## src/core/gmw_pkg.sv

```systemverilog
// package for the two-bit port, pin mode and oscillator sequencing block
// assumes a 50 MHz system clock and a byte-wide register port from the serial bus logic
package gmw_pkg;

  // ==========================================================================
  // register addresses
  localparam logic [7:0] ADDR_PORT_OUT = 8'h40;
  localparam logic [7:0] ADDR_PORT_IN = 8'h41;
  localparam logic [7:0] ADDR_MODE = 8'h70;

  // ==========================================================================
  // field positions
  localparam int OUT_DATA_LSB = 0;
  localparam int OUT_DIR_LSB = 4;
  localparam int MODE_REF_OUT_PIN0 = 0;
  localparam int MODE_REF_IN_PIN1 = 1;
  localparam int MODE_PUMP_FORCE_DIS = 2;
  localparam int MODE_PUMP_FORCE_EN = 3;

  // ==========================================================================
  // reset values
  localparam logic [7:0] PORT_OUT_RST = 8'h30;
  localparam logic [7:0] MODE_RST = 8'h00;

  // ==========================================================================
  // timing
  localparam int SYS_CLK_HZ = 50_000_000;
  localparam int OSC_HZ = 4_000_000;
  localparam int OSC_DIV = SYS_CLK_HZ / OSC_HZ / 2;
  localparam int BOOT_US = 800;
  localparam int WAKE_US = 450;
  localparam int BOOT_CYC = BOOT_US * (SYS_CLK_HZ / 1_000_000);
  localparam int WAKE_CYC = WAKE_US * (SYS_CLK_HZ / 1_000_000);
  localparam int CNT_W = 16;
  localparam int IDLE_SLEEP_CYC = 1024;

  typedef enum logic [1:0] {
    ST_BOOT,
    ST_SLEEP,
    ST_WAKE,
    ST_RUN
  } gmw_state_t;

endpackage

```

## src/core/gmw_gpio_mode_wake.sv

```systemverilog
// two-bit port with direction control, pin mode overrides, pump force bits and oscillator sequencing
// assumes the serial bus logic presents byte writes and reads as single-cycle strobes on CLK_SYS

// What this block does
// - a pin whose direction bit is 1 has both its input path and its output driver enabled.
// - a pin whose direction bit is 0 is input only with its driver off.
// - every direction bit resets to 1.
// - the pin levels are readable at 0x41 and writes there do nothing.
// - input reads return the pin level with no filtering.
// - the input path stays active while a pin drives, so the real level reads back.
// - each driving pin follows its low data bit of the register at 0x40.
// - output data bits reset to 0.
// - a set reference routing bit at 0x70 removes the pin's digital function.
// - force-disable alone keeps the pump off with the supply routed straight through.
// - force-enable keeps the pump on whatever force-disable says.
// - the oscillator clock is the 50 MHz system clock divided by 12, about 4.17 MHz.
// - after reset the oscillator runs to load trims, then stops and the block sleeps.
// - reset to sleep completes within 800 us.
// - bus traffic in sleep restarts the oscillator within 450 us.
// - no conversion may begin while the oscillator restarts.
module gmw_gpio_mode_wake #(
  parameter int BOOT_CYCLES = gmw_pkg::BOOT_CYC,
  parameter int WAKE_CYCLES = gmw_pkg::WAKE_CYC
) (
  input wire logic CLK_SYS,
  input wire logic SYS_RST,
  input wire logic REG_WR,
  input wire logic REG_RD,
  input wire logic [7:0] REG_ADDR,
  input wire logic [7:0] REG_WDATA,
  output logic [7:0] REG_RDATA,
  input wire logic BUS_ACTIVITY,
  input wire logic CONV_REQ,
  output logic CONV_START,
  input wire logic [1:0] PORT_PIN_I,
  output logic [1:0] PORT_PIN_O,
  output logic [1:0] PORT_PIN_OE,
  output logic [1:0] PORT_PIN_IE,
  output logic REFERENCE_OUT_ON_PIN_ZERO,
  output logic REFERENCE_IN_ON_PIN_ONE,
  output logic PUMP_ENABLE,
  output logic PUMP_BYPASS,
  output logic OSC_RUN,
  output logic OSC_CLK,
  output logic TRIM_LOAD,
  output logic CLOCKS_READY
);

  // ==========================================================================
  // registers
  logic [7:0] port_out_r, port_out_nxt;
  logic [7:0] mode_r, mode_nxt;
  logic [7:0] rdata_r, rdata_nxt;

  function automatic logic hit(input logic [7:0] a, input logic [7:0] ref_a);
    hit = (a == ref_a);
  endfunction

  always_comb
  begin
    port_out_nxt = port_out_r;
    mode_nxt = mode_r;
    rdata_nxt = rdata_r;
    if (REG_WR && hit(REG_ADDR, gmw_pkg::ADDR_PORT_OUT))
    begin
      port_out_nxt = REG_WDATA;
    end
    if (REG_WR && hit(REG_ADDR, gmw_pkg::ADDR_MODE))
    begin
      mode_nxt = REG_WDATA;
    end
    // a read in the same cycle as a write returns the old value
    if (REG_RD)
    begin
      if (hit(REG_ADDR, gmw_pkg::ADDR_PORT_OUT))
      begin
        rdata_nxt = port_out_r;
      end
      else if (hit(REG_ADDR, gmw_pkg::ADDR_PORT_IN))
      begin
        rdata_nxt = {6'h00, PORT_PIN_I};
      end
      else if (hit(REG_ADDR, gmw_pkg::ADDR_MODE))
      begin
        rdata_nxt = mode_r;
      end
      else
      begin
        rdata_nxt = 8'h00;
      end
    end
  end

  always_ff @(posedge CLK_SYS)
  begin
    if (SYS_RST)
    begin
      port_out_r <= gmw_pkg::PORT_OUT_RST;
      mode_r <= gmw_pkg::MODE_RST;
      rdata_r <= 8'h00;
    end
    else
    begin
      port_out_r <= port_out_nxt;
      mode_r <= mode_nxt;
      rdata_r <= rdata_nxt;
    end
  end

  // ==========================================================================
  // pin drivers
  logic [1:0] pin_o_r, pin_o_nxt;
  logic [1:0] pin_oe_r, pin_oe_nxt;
  logic [1:0] pin_ie_r, pin_ie_nxt;
  logic [1:0] analog_sel;
  logic ref_out_r, ref_in_r, pump_en_r, pump_byp_r;
  logic ref_out_nxt, ref_in_nxt, pump_en_nxt, pump_byp_nxt;

  always_comb
  begin
    analog_sel = {mode_r[gmw_pkg::MODE_REF_IN_PIN1], mode_r[gmw_pkg::MODE_REF_OUT_PIN0]};
    ref_out_nxt = analog_sel[0];
    ref_in_nxt = analog_sel[1];
    pump_en_nxt = mode_r[gmw_pkg::MODE_PUMP_FORCE_EN];
    pump_byp_nxt = mode_r[gmw_pkg::MODE_PUMP_FORCE_DIS] && !mode_r[gmw_pkg::MODE_PUMP_FORCE_EN];
  end

  // analog routing takes the pin away from both buffers
  genvar g;
  generate
    for (g = 0; g < 2; g++)
    begin : g_pin
      always_comb
      begin
        pin_o_nxt[g] = port_out_r[gmw_pkg::OUT_DATA_LSB + g];
        pin_oe_nxt[g] = port_out_r[gmw_pkg::OUT_DIR_LSB + g] && !analog_sel[g];
        pin_ie_nxt[g] = !analog_sel[g];
      end
    end
  endgenerate

  always_ff @(posedge CLK_SYS)
  begin
    if (SYS_RST)
    begin
      pin_o_r <= 2'h0;
      pin_oe_r <= 2'h0;
      pin_ie_r <= 2'h0;
      ref_out_r <= 1'b0;
      ref_in_r <= 1'b0;
      pump_en_r <= 1'b0;
      pump_byp_r <= 1'b0;
    end
    else
    begin
      pin_o_r <= pin_o_nxt;
      pin_oe_r <= pin_oe_nxt;
      pin_ie_r <= pin_ie_nxt;
      ref_out_r <= ref_out_nxt;
      ref_in_r <= ref_in_nxt;
      pump_en_r <= pump_en_nxt;
      pump_byp_r <= pump_byp_nxt;
    end
  end

  // ==========================================================================
  // oscillator sequencing
  // the divided clock is parked low in sleep so no runt edge leaks out
  gmw_pkg::gmw_state_t state_r, state_nxt;
  logic [gmw_pkg::CNT_W-1:0] cnt_r, cnt_nxt;
  logic [3:0] div_r, div_nxt;
  logic osc_clk_r, osc_clk_nxt;
  logic conv_r, conv_nxt;

  always_comb
  begin
    state_nxt = state_r;
    cnt_nxt = cnt_r + 1'b1;
    conv_nxt = 1'b0;
    unique case (state_r)
      gmw_pkg::ST_BOOT:
      begin
        if (cnt_r >= gmw_pkg::CNT_W'(BOOT_CYCLES - 1))
        begin
          state_nxt = gmw_pkg::ST_SLEEP;
          cnt_nxt = '0;
        end
      end
      // counter parked at zero so the restart count starts clean
      gmw_pkg::ST_SLEEP:
      begin
        cnt_nxt = '0;
        if (BUS_ACTIVITY)
        begin
          state_nxt = gmw_pkg::ST_WAKE;
        end
      end
      // conversions stay blocked until the restart count expires
      gmw_pkg::ST_WAKE:
      begin
        if (cnt_r >= gmw_pkg::CNT_W'(WAKE_CYCLES - 1))
        begin
          state_nxt = gmw_pkg::ST_RUN;
          cnt_nxt = '0;
        end
      end
      // bus traffic or a conversion request restarts the idle count
      gmw_pkg::ST_RUN:
      begin
        conv_nxt = CONV_REQ;
        if (BUS_ACTIVITY || CONV_REQ)
        begin
          cnt_nxt = '0;
        end
        else if (cnt_r >= gmw_pkg::CNT_W'(gmw_pkg::IDLE_SLEEP_CYC - 1))
        begin
          state_nxt = gmw_pkg::ST_SLEEP;
          cnt_nxt = '0;
        end
      end
    endcase
    // oscillator approximated as an even division of the system clock
    div_nxt = div_r + 1'b1;
    osc_clk_nxt = osc_clk_r;
    if (state_r == gmw_pkg::ST_SLEEP)
    begin
      div_nxt = 4'h0;
      osc_clk_nxt = 1'b0;
    end
    else if (div_r >= 4'(gmw_pkg::OSC_DIV - 1))
    begin
      div_nxt = 4'h0;
      osc_clk_nxt = !osc_clk_r;
    end
  end

  always_ff @(posedge CLK_SYS)
  begin
    if (SYS_RST)
    begin
      state_r <= gmw_pkg::ST_BOOT;
      cnt_r <= '0;
      div_r <= 4'h0;
      osc_clk_r <= 1'b0;
      conv_r <= 1'b0;
    end
    else
    begin
      state_r <= state_nxt;
      cnt_r <= cnt_nxt;
      div_r <= div_nxt;
      osc_clk_r <= osc_clk_nxt;
      conv_r <= conv_nxt;
    end
  end

  // ==========================================================================
  // status outputs
  logic osc_run_r, trim_r, ready_r;
  logic osc_run_nxt, trim_nxt, ready_nxt;

  always_comb
  begin
    osc_run_nxt = (state_nxt != gmw_pkg::ST_SLEEP);
    trim_nxt = (state_nxt == gmw_pkg::ST_BOOT);
    ready_nxt = (state_nxt == gmw_pkg::ST_RUN);
  end

  always_ff @(posedge CLK_SYS)
  begin
    if (SYS_RST)
    begin
      osc_run_r <= 1'b0;
      trim_r <= 1'b0;
      ready_r <= 1'b0;
    end
    else
    begin
      osc_run_r <= osc_run_nxt;
      trim_r <= trim_nxt;
      ready_r <= ready_nxt;
    end
  end

  // ==========================================================================
  // outputs
  assign REG_RDATA = rdata_r;
  assign PORT_PIN_O = pin_o_r;
  assign PORT_PIN_OE = pin_oe_r;
  assign PORT_PIN_IE = pin_ie_r;
  assign REFERENCE_OUT_ON_PIN_ZERO = ref_out_r;
  assign REFERENCE_IN_ON_PIN_ONE = ref_in_r;
  assign PUMP_ENABLE = pump_en_r;
  assign PUMP_BYPASS = pump_byp_r;
  assign OSC_RUN = osc_run_r;
  assign OSC_CLK = osc_clk_r;
  assign TRIM_LOAD = trim_r;
  assign CLOCKS_READY = ready_r;
  assign CONV_START = conv_r;

endmodule

```

## config.mk

```make
export PLATFORM = sky130hd
export DESIGN_NAME = gmw_gpio_mode_wake
export DESIGN_NICKNAME = d
export VERILOG_FILES = /design/src/core/gmw_pkg.sv /design/src/core/gmw_gpio_mode_wake.sv
export SDC_FILE = /design/constraint.sdc
export NUM_CORES = 1
export LEC_CHECK = 0
export BUFFER_PORTS_ARGS = -buffer_cell sky130_fd_sc_hd__buf_4
export CORE_MARGIN = 8
export CORE_UTILIZATION = 35
export CTS_CLUSTER_SIZE = 16
export DETAILED_ROUTE_END_ITERATION = 6
export SLEW_MARGIN = 20
export SYNTH_ARGS = -nofsm -noshare
export SYNTH_HDL_FRONTEND = slang
export SYNTH_SLANG_ARGS = --single-unit
```

## constraint.sdc

```tcl
create_clock -name CLK_SYS -period 2.5 [get_ports CLK_SYS]
set_input_delay 0.125 -clock CLK_SYS [delete_from_list [all_inputs] [get_ports CLK_SYS]]
set_output_delay 0.125 -clock CLK_SYS [all_outputs]
set_load 0.02 [all_outputs]
```

# --- Word-level counts from Yosys, hierarchy flattened ---
# Cells that the tools add are included.
classes:
  addsub: 2
  n_lt_le_gt_ge: 4
  eq_ne: 8
  muxes: 14
  n_bitwise: 1
  n_reduce_logical: 15
op_table:
  columns: ["op", "n"]
  rows:
  - ["$mux 16", 4]
  - ["$pmux 16 s4", 1]
  - ["$eq 8x7->1 const B", 3]
  - ["$mux 8", 3]
  - ["$add 16x1->16 const B", 1]
  - ["$ge 16x10->1 const B", 1]
  - ["$ge 16x15->1 const B", 1]
  - ["$ge 16x16->1 const B", 1]
  - ["$mux 2", 5]
  - ["$pmux 2 s4", 1]
  - ["$eq 2x2->1 const B", 3]
  - ["$logic_and 1x1->1", 5]
  - ["$add 4x1->4 const B", 1]
  - ["$ge 4x3->1 const B", 1]
  - ["$logic_not 1->1", 4]
  - ["$logic_not 2->1", 2]
  - ["$reduce_or 2->1", 2]
  - ["$reduce_or 3->1", 1]
  - ["$eq 2x1->1 const B", 1]
  - ["$ne 2x1->1 const B", 1]
  - ["$logic_or 1x1->1", 1]
  - ["$not 1->1", 1]
totals:
  regBits: 61
  input_bits: 24
  word_cells: 62

# --- Depth between registers and ports, before layout ---
depth:
  ltp_word: 5
  ltp_mapped: 7
  mapped_depth_nobuf: 6

# --- Worst setup path before layout ---
# OpenSTA, ideal clock, no wires.
synth_path:
  path_type: "reg-to-reg"
  start: "register cnt_r[0] (netlist bit)"
  end: "register cnt_r[10] (netlist bit)"
  setup_ns: 0.115
  arrival_time_ns: 1.831
  path_slack_ns: 0.555
  stages_incl_launch_ff: 8
  n_path_buf: 1
  period_less_slack_ns: 1.945
  cell_sequence: "dfxtp_1 -> ha_1 -> and4_2 -> a2111oi_4 -> o31a_2 -> o31ai_4 -> buf_6 -> nor2_1"
synth_via:
  elab_chain_cells: 4
synth_rtl:
  columns: ["element", "line", "text"]
  rows:
  - ["start, declared", "gmw_gpio_mode_wake.sv:170", "logic [gmw_pkg::CNT_W-1:0] cnt_r, cnt_nxt;"]
  - ["start signal, assigned", "gmw_gpio_mode_wake.sv:250", "cnt_r <= cnt_nxt;"]
  - ["$add 16x1->16 or $ge 16x10->1 (tied branches)", "gmw_gpio_mode_wake.sv:178, gmw_gpio_mode_wake.sv:215", null]
  - ["$mux 16", "gmw_gpio_mode_wake.sv:215", "else if (cnt_r >= gmw_pkg::CNT_W'(gmw_pkg::IDLE_SLEEP_CYC - 1))"]
  - ["$mux 16", "gmw_gpio_mode_wake.sv:211", "if (BUS_ACTIVITY || CONV_REQ)"]
  - ["$pmux 16 s4 *", "gmw_gpio_mode_wake.sv:180", "unique case (state_r)"]
# Mark *: on every way between the ends. The rest lies on a longest branch, timed or not.
# A chain may end at the register's enable or synchronous reset.

# --- Worst setup path in the final report ---
layout_path:
  start: "register cnt_r[0] (netlist bit)"
  end: "register cnt_r[3] (netlist bit)"
# Same word-level chain as after synthesis.

==> impl_metrics.yaml <==
sta:
  skew_ps: 7.61
  slew_headroom_pct: 61.0
  final-max-slew-violation-count: 0
  grt_setup_unrepaired: "false"
  setup_viol: 0
  fin_crit_ps: 2050
  worst_slew_pin_slew_ps: 584
  post-route-period-util_pct: 82.1
  fmax_mhz: 487
  setup_tns_ps: 0
  hold_viol_final: 0
  holdWs_ps: 37.8
cells_and_area:
  final_cells: 416
  final_common_cell: "dfxtp_1"
  nNetsFinal: 340
  mostFrequentLayoutCells: "dfxtp_1, nor2_1, buf_4"
  areaGrowthSynthToFinish_pct: 27.6
  antennaDiodeCount: 0
  drive_gt1_share_pct: 24.0
route:
  vias: 1952
  drtAntennaViolNets: 0
  viasPerCell: 4.69
  drc: 0
  wl_per_cell_um: 12.6
  drt_iter0_drc: 68
  wirelength_um: 5250
  drt_pre_antenna_iters: 4
critical_path:
  crit_path_end_kind: "flip-flop"
  path_class: "reg2reg"
  cp-start-kind: "flip-flop"
  critPathMaxFanout: 16
  worst_r2r_endpoint: "cnt_r[3]$_SDFF_PP0_"
  cp_data_required_time_ps: 2710
  r2r_slack_ps: 450
  rr_worst_depth: 7
  worstReg2RegStart: "cnt_r[0]$_SDFF_PP0_"
  arrival_ps: 2260
yosys:
  yosysSeqAreaShare_pct: 48.8
  ys.warnings.count: 0
  yosysTopAreaCell: "dfxtp_1"
  async_flop_share_pct: 0
  synth.area.top_cells: "dfxtp_1, nor2_1, mux2i_1"
  synthDistinctLibCells: 46
  synth_edf_count: 0
  syn_area_mm2: 0.00250
  synth_top_area_share_pct: 48.8
  syn-num-nets: 291
  syn_inst: 263
  synth-main-ff-cell: "dfxtp_1"
  synth-seq-cells: 61
  avgSynthCellArea_um2: 9.51
floorplan:
  die_area_mm2: 0.0101
  coreArea_mm2: 0.00710
  fp.dieW_um: 101
  rows: 31
  pin_count: 47
  initial_core_util_pct: 35.2
  die_h_um: 101
power:
  p_leak_nw: 1.37
  powerDensity_mw_per_mm2: 693
  peakVddDrop_mv: 0.318
  power_mw: 2.21
worst_hold_path:
  whs_path_depth: 3
  hp-start: "REG_WDATA[4]"
  whs_endpoint: "port_out_r[4]$_SDFFE_PP1P_"
  hp-class: "in2reg"
place:
  port_buffers: 46
  routabilityCongestion: 0.768
  dpl.hpwl_um: 3790
  placed_cells: 400
clock_network:
  postCtsHoldBufs: 0
  cts_buffer_depth: 2
  cts_setup_buffers: 0
  h-tree-depth: 3
  cts_root_buffer: "clkbuf_8"
  ctsResizeCount: 0
  cts.sinks: 61
  path_clk_slew_ps: 70
  numCtsBuffers: 9
  clock_latency_ps: 320
  cts_tree: "built"
run:
  drv_cap: 0
global_route:
  antenna_found_initial: 0
  grt_pass1_vias: 1960
  grt_use_total_pct: 11.2
  grt_pass1_wl_um: 9050
  grt_overflow: 0
  grt_max_degree: 37
run_status:
  outcome: "finished, final reports clean"
[cells by family (layout without fill, tap and decap cells)]
group                      count (synthesis)  in the layout  share of synthesized area [%]
DFF                                       61             61                           48.8
muxes                                     16             16                           6.40
buffers and inverters                     20             74                           3.55
xor gates and xnor gates                  14             14                           4.90
adders and majority gates                  4              4                           2.00
and+or+nand+nor                          110            110                           22.4
AOI/OAI and AO/OA                         38             38                           12.0
[critical path: stages, from the launching register on]
cell,delay (ps)
dfxtp_1,370
ha_1,260
and4_2,320
a2111oi_4,90
o31a_2,350
o31ai_4,200
buf_4,240
nor3_1,80
[cell type report]
| cell class | count | area, um2 |
|---|---|---|
| clock buffer | 11 | 151 |
| clock inverter | 5 | 106 |
| fill | 697 | 3910 |
| inverter | 10 | 37.5 |
| multi-input combinational | 182 | 1190 |
| sequential | 61 | 1220 |
| tap | 99 | 124 |
| timing repair buffer | 48 | 360 |
[through the flow]
step	cell area, um2	utilization (%)	setup slack [ps]
6_report	3190	45.0	447
5_1_grt	3190	45.0	236
4_1_cts	3190	45.0	445
3_5_place_dp	2930	41.3	473
3_3_place_gp	2930	41.3	510
2_1_floorplan	2500	-	555
[registers in the layout, summed over array words and instances, names as in the netlist, 2 cells and up]
register     count
PORT_PIN_IE      2
PORT_PIN_O       2
PORT_PIN_OE      2
REG_RDATA        8
cnt_r           16
div_r            4
mode_r           8
port_out_r       8
state_r          2
[layer usage]
layer / up-vias / share of wire (%) / GRT usage, %
met5: - / 0 / 0
met4: 0 / 0.72 / 4.88
met3: 4 / 5.1 / 3.25
met2: 30 / 47 / 18.0
met1: 913 / 47 / 13.6
li1: 1005 / - / -
[worst max path at each step]
stage,slack (ps),startpoint,end,cells after the start
after floorplan,550,cnt_r[0]$_SDFF_PP0_,cnt_r[10]$_SDFF_PP0_,7
after global placement,510,cnt_r[0]$_SDFF_PP0_,cnt_r[3]$_SDFF_PP0_,7
after detailed placement,470,cnt_r[0]$_SDFF_PP0_,cnt_r[3]$_SDFF_PP0_,7
after CTS,450,cnt_r[0]$_SDFF_PP0_,cnt_r[3]$_SDFF_PP0_,7
after global routing,240,cnt_r[0]$_SDFF_PP0_,cnt_r[3]$_SDFF_PP0_,7
final,450,cnt_r[0]$_SDFF_PP0_,cnt_r[3]$_SDFF_PP0_,7
[power breakdown]
| part | internal, mW | switching, mW |
|---|---|---|
| clock network | 0.718 | 0.375 |
| registers | 0.989 | 0.0123 |
| logic | 0.0565 | 0.0603 |
[cell usage after synthesis, drive strengths merged (2+ instances only)]
cell      n
nor2b     6
xor2      6
a2bb2oi   6
a22oi     6
nand2    13
nor3      7
nor2     48
o211ai    2
o31ai     2
inv      10
nand4     3
a31oi     3
and4      3
buf       3
xnor2     8
nor3b     5
dfxtp    61
mux2i    16
and3      2
clkbuf    7
nor4      2
o21ai     5
nand3     7
o31a      2
ha        4
a21oi     8
or4       2
and2      7
Power figures use the tool's default switching activity.
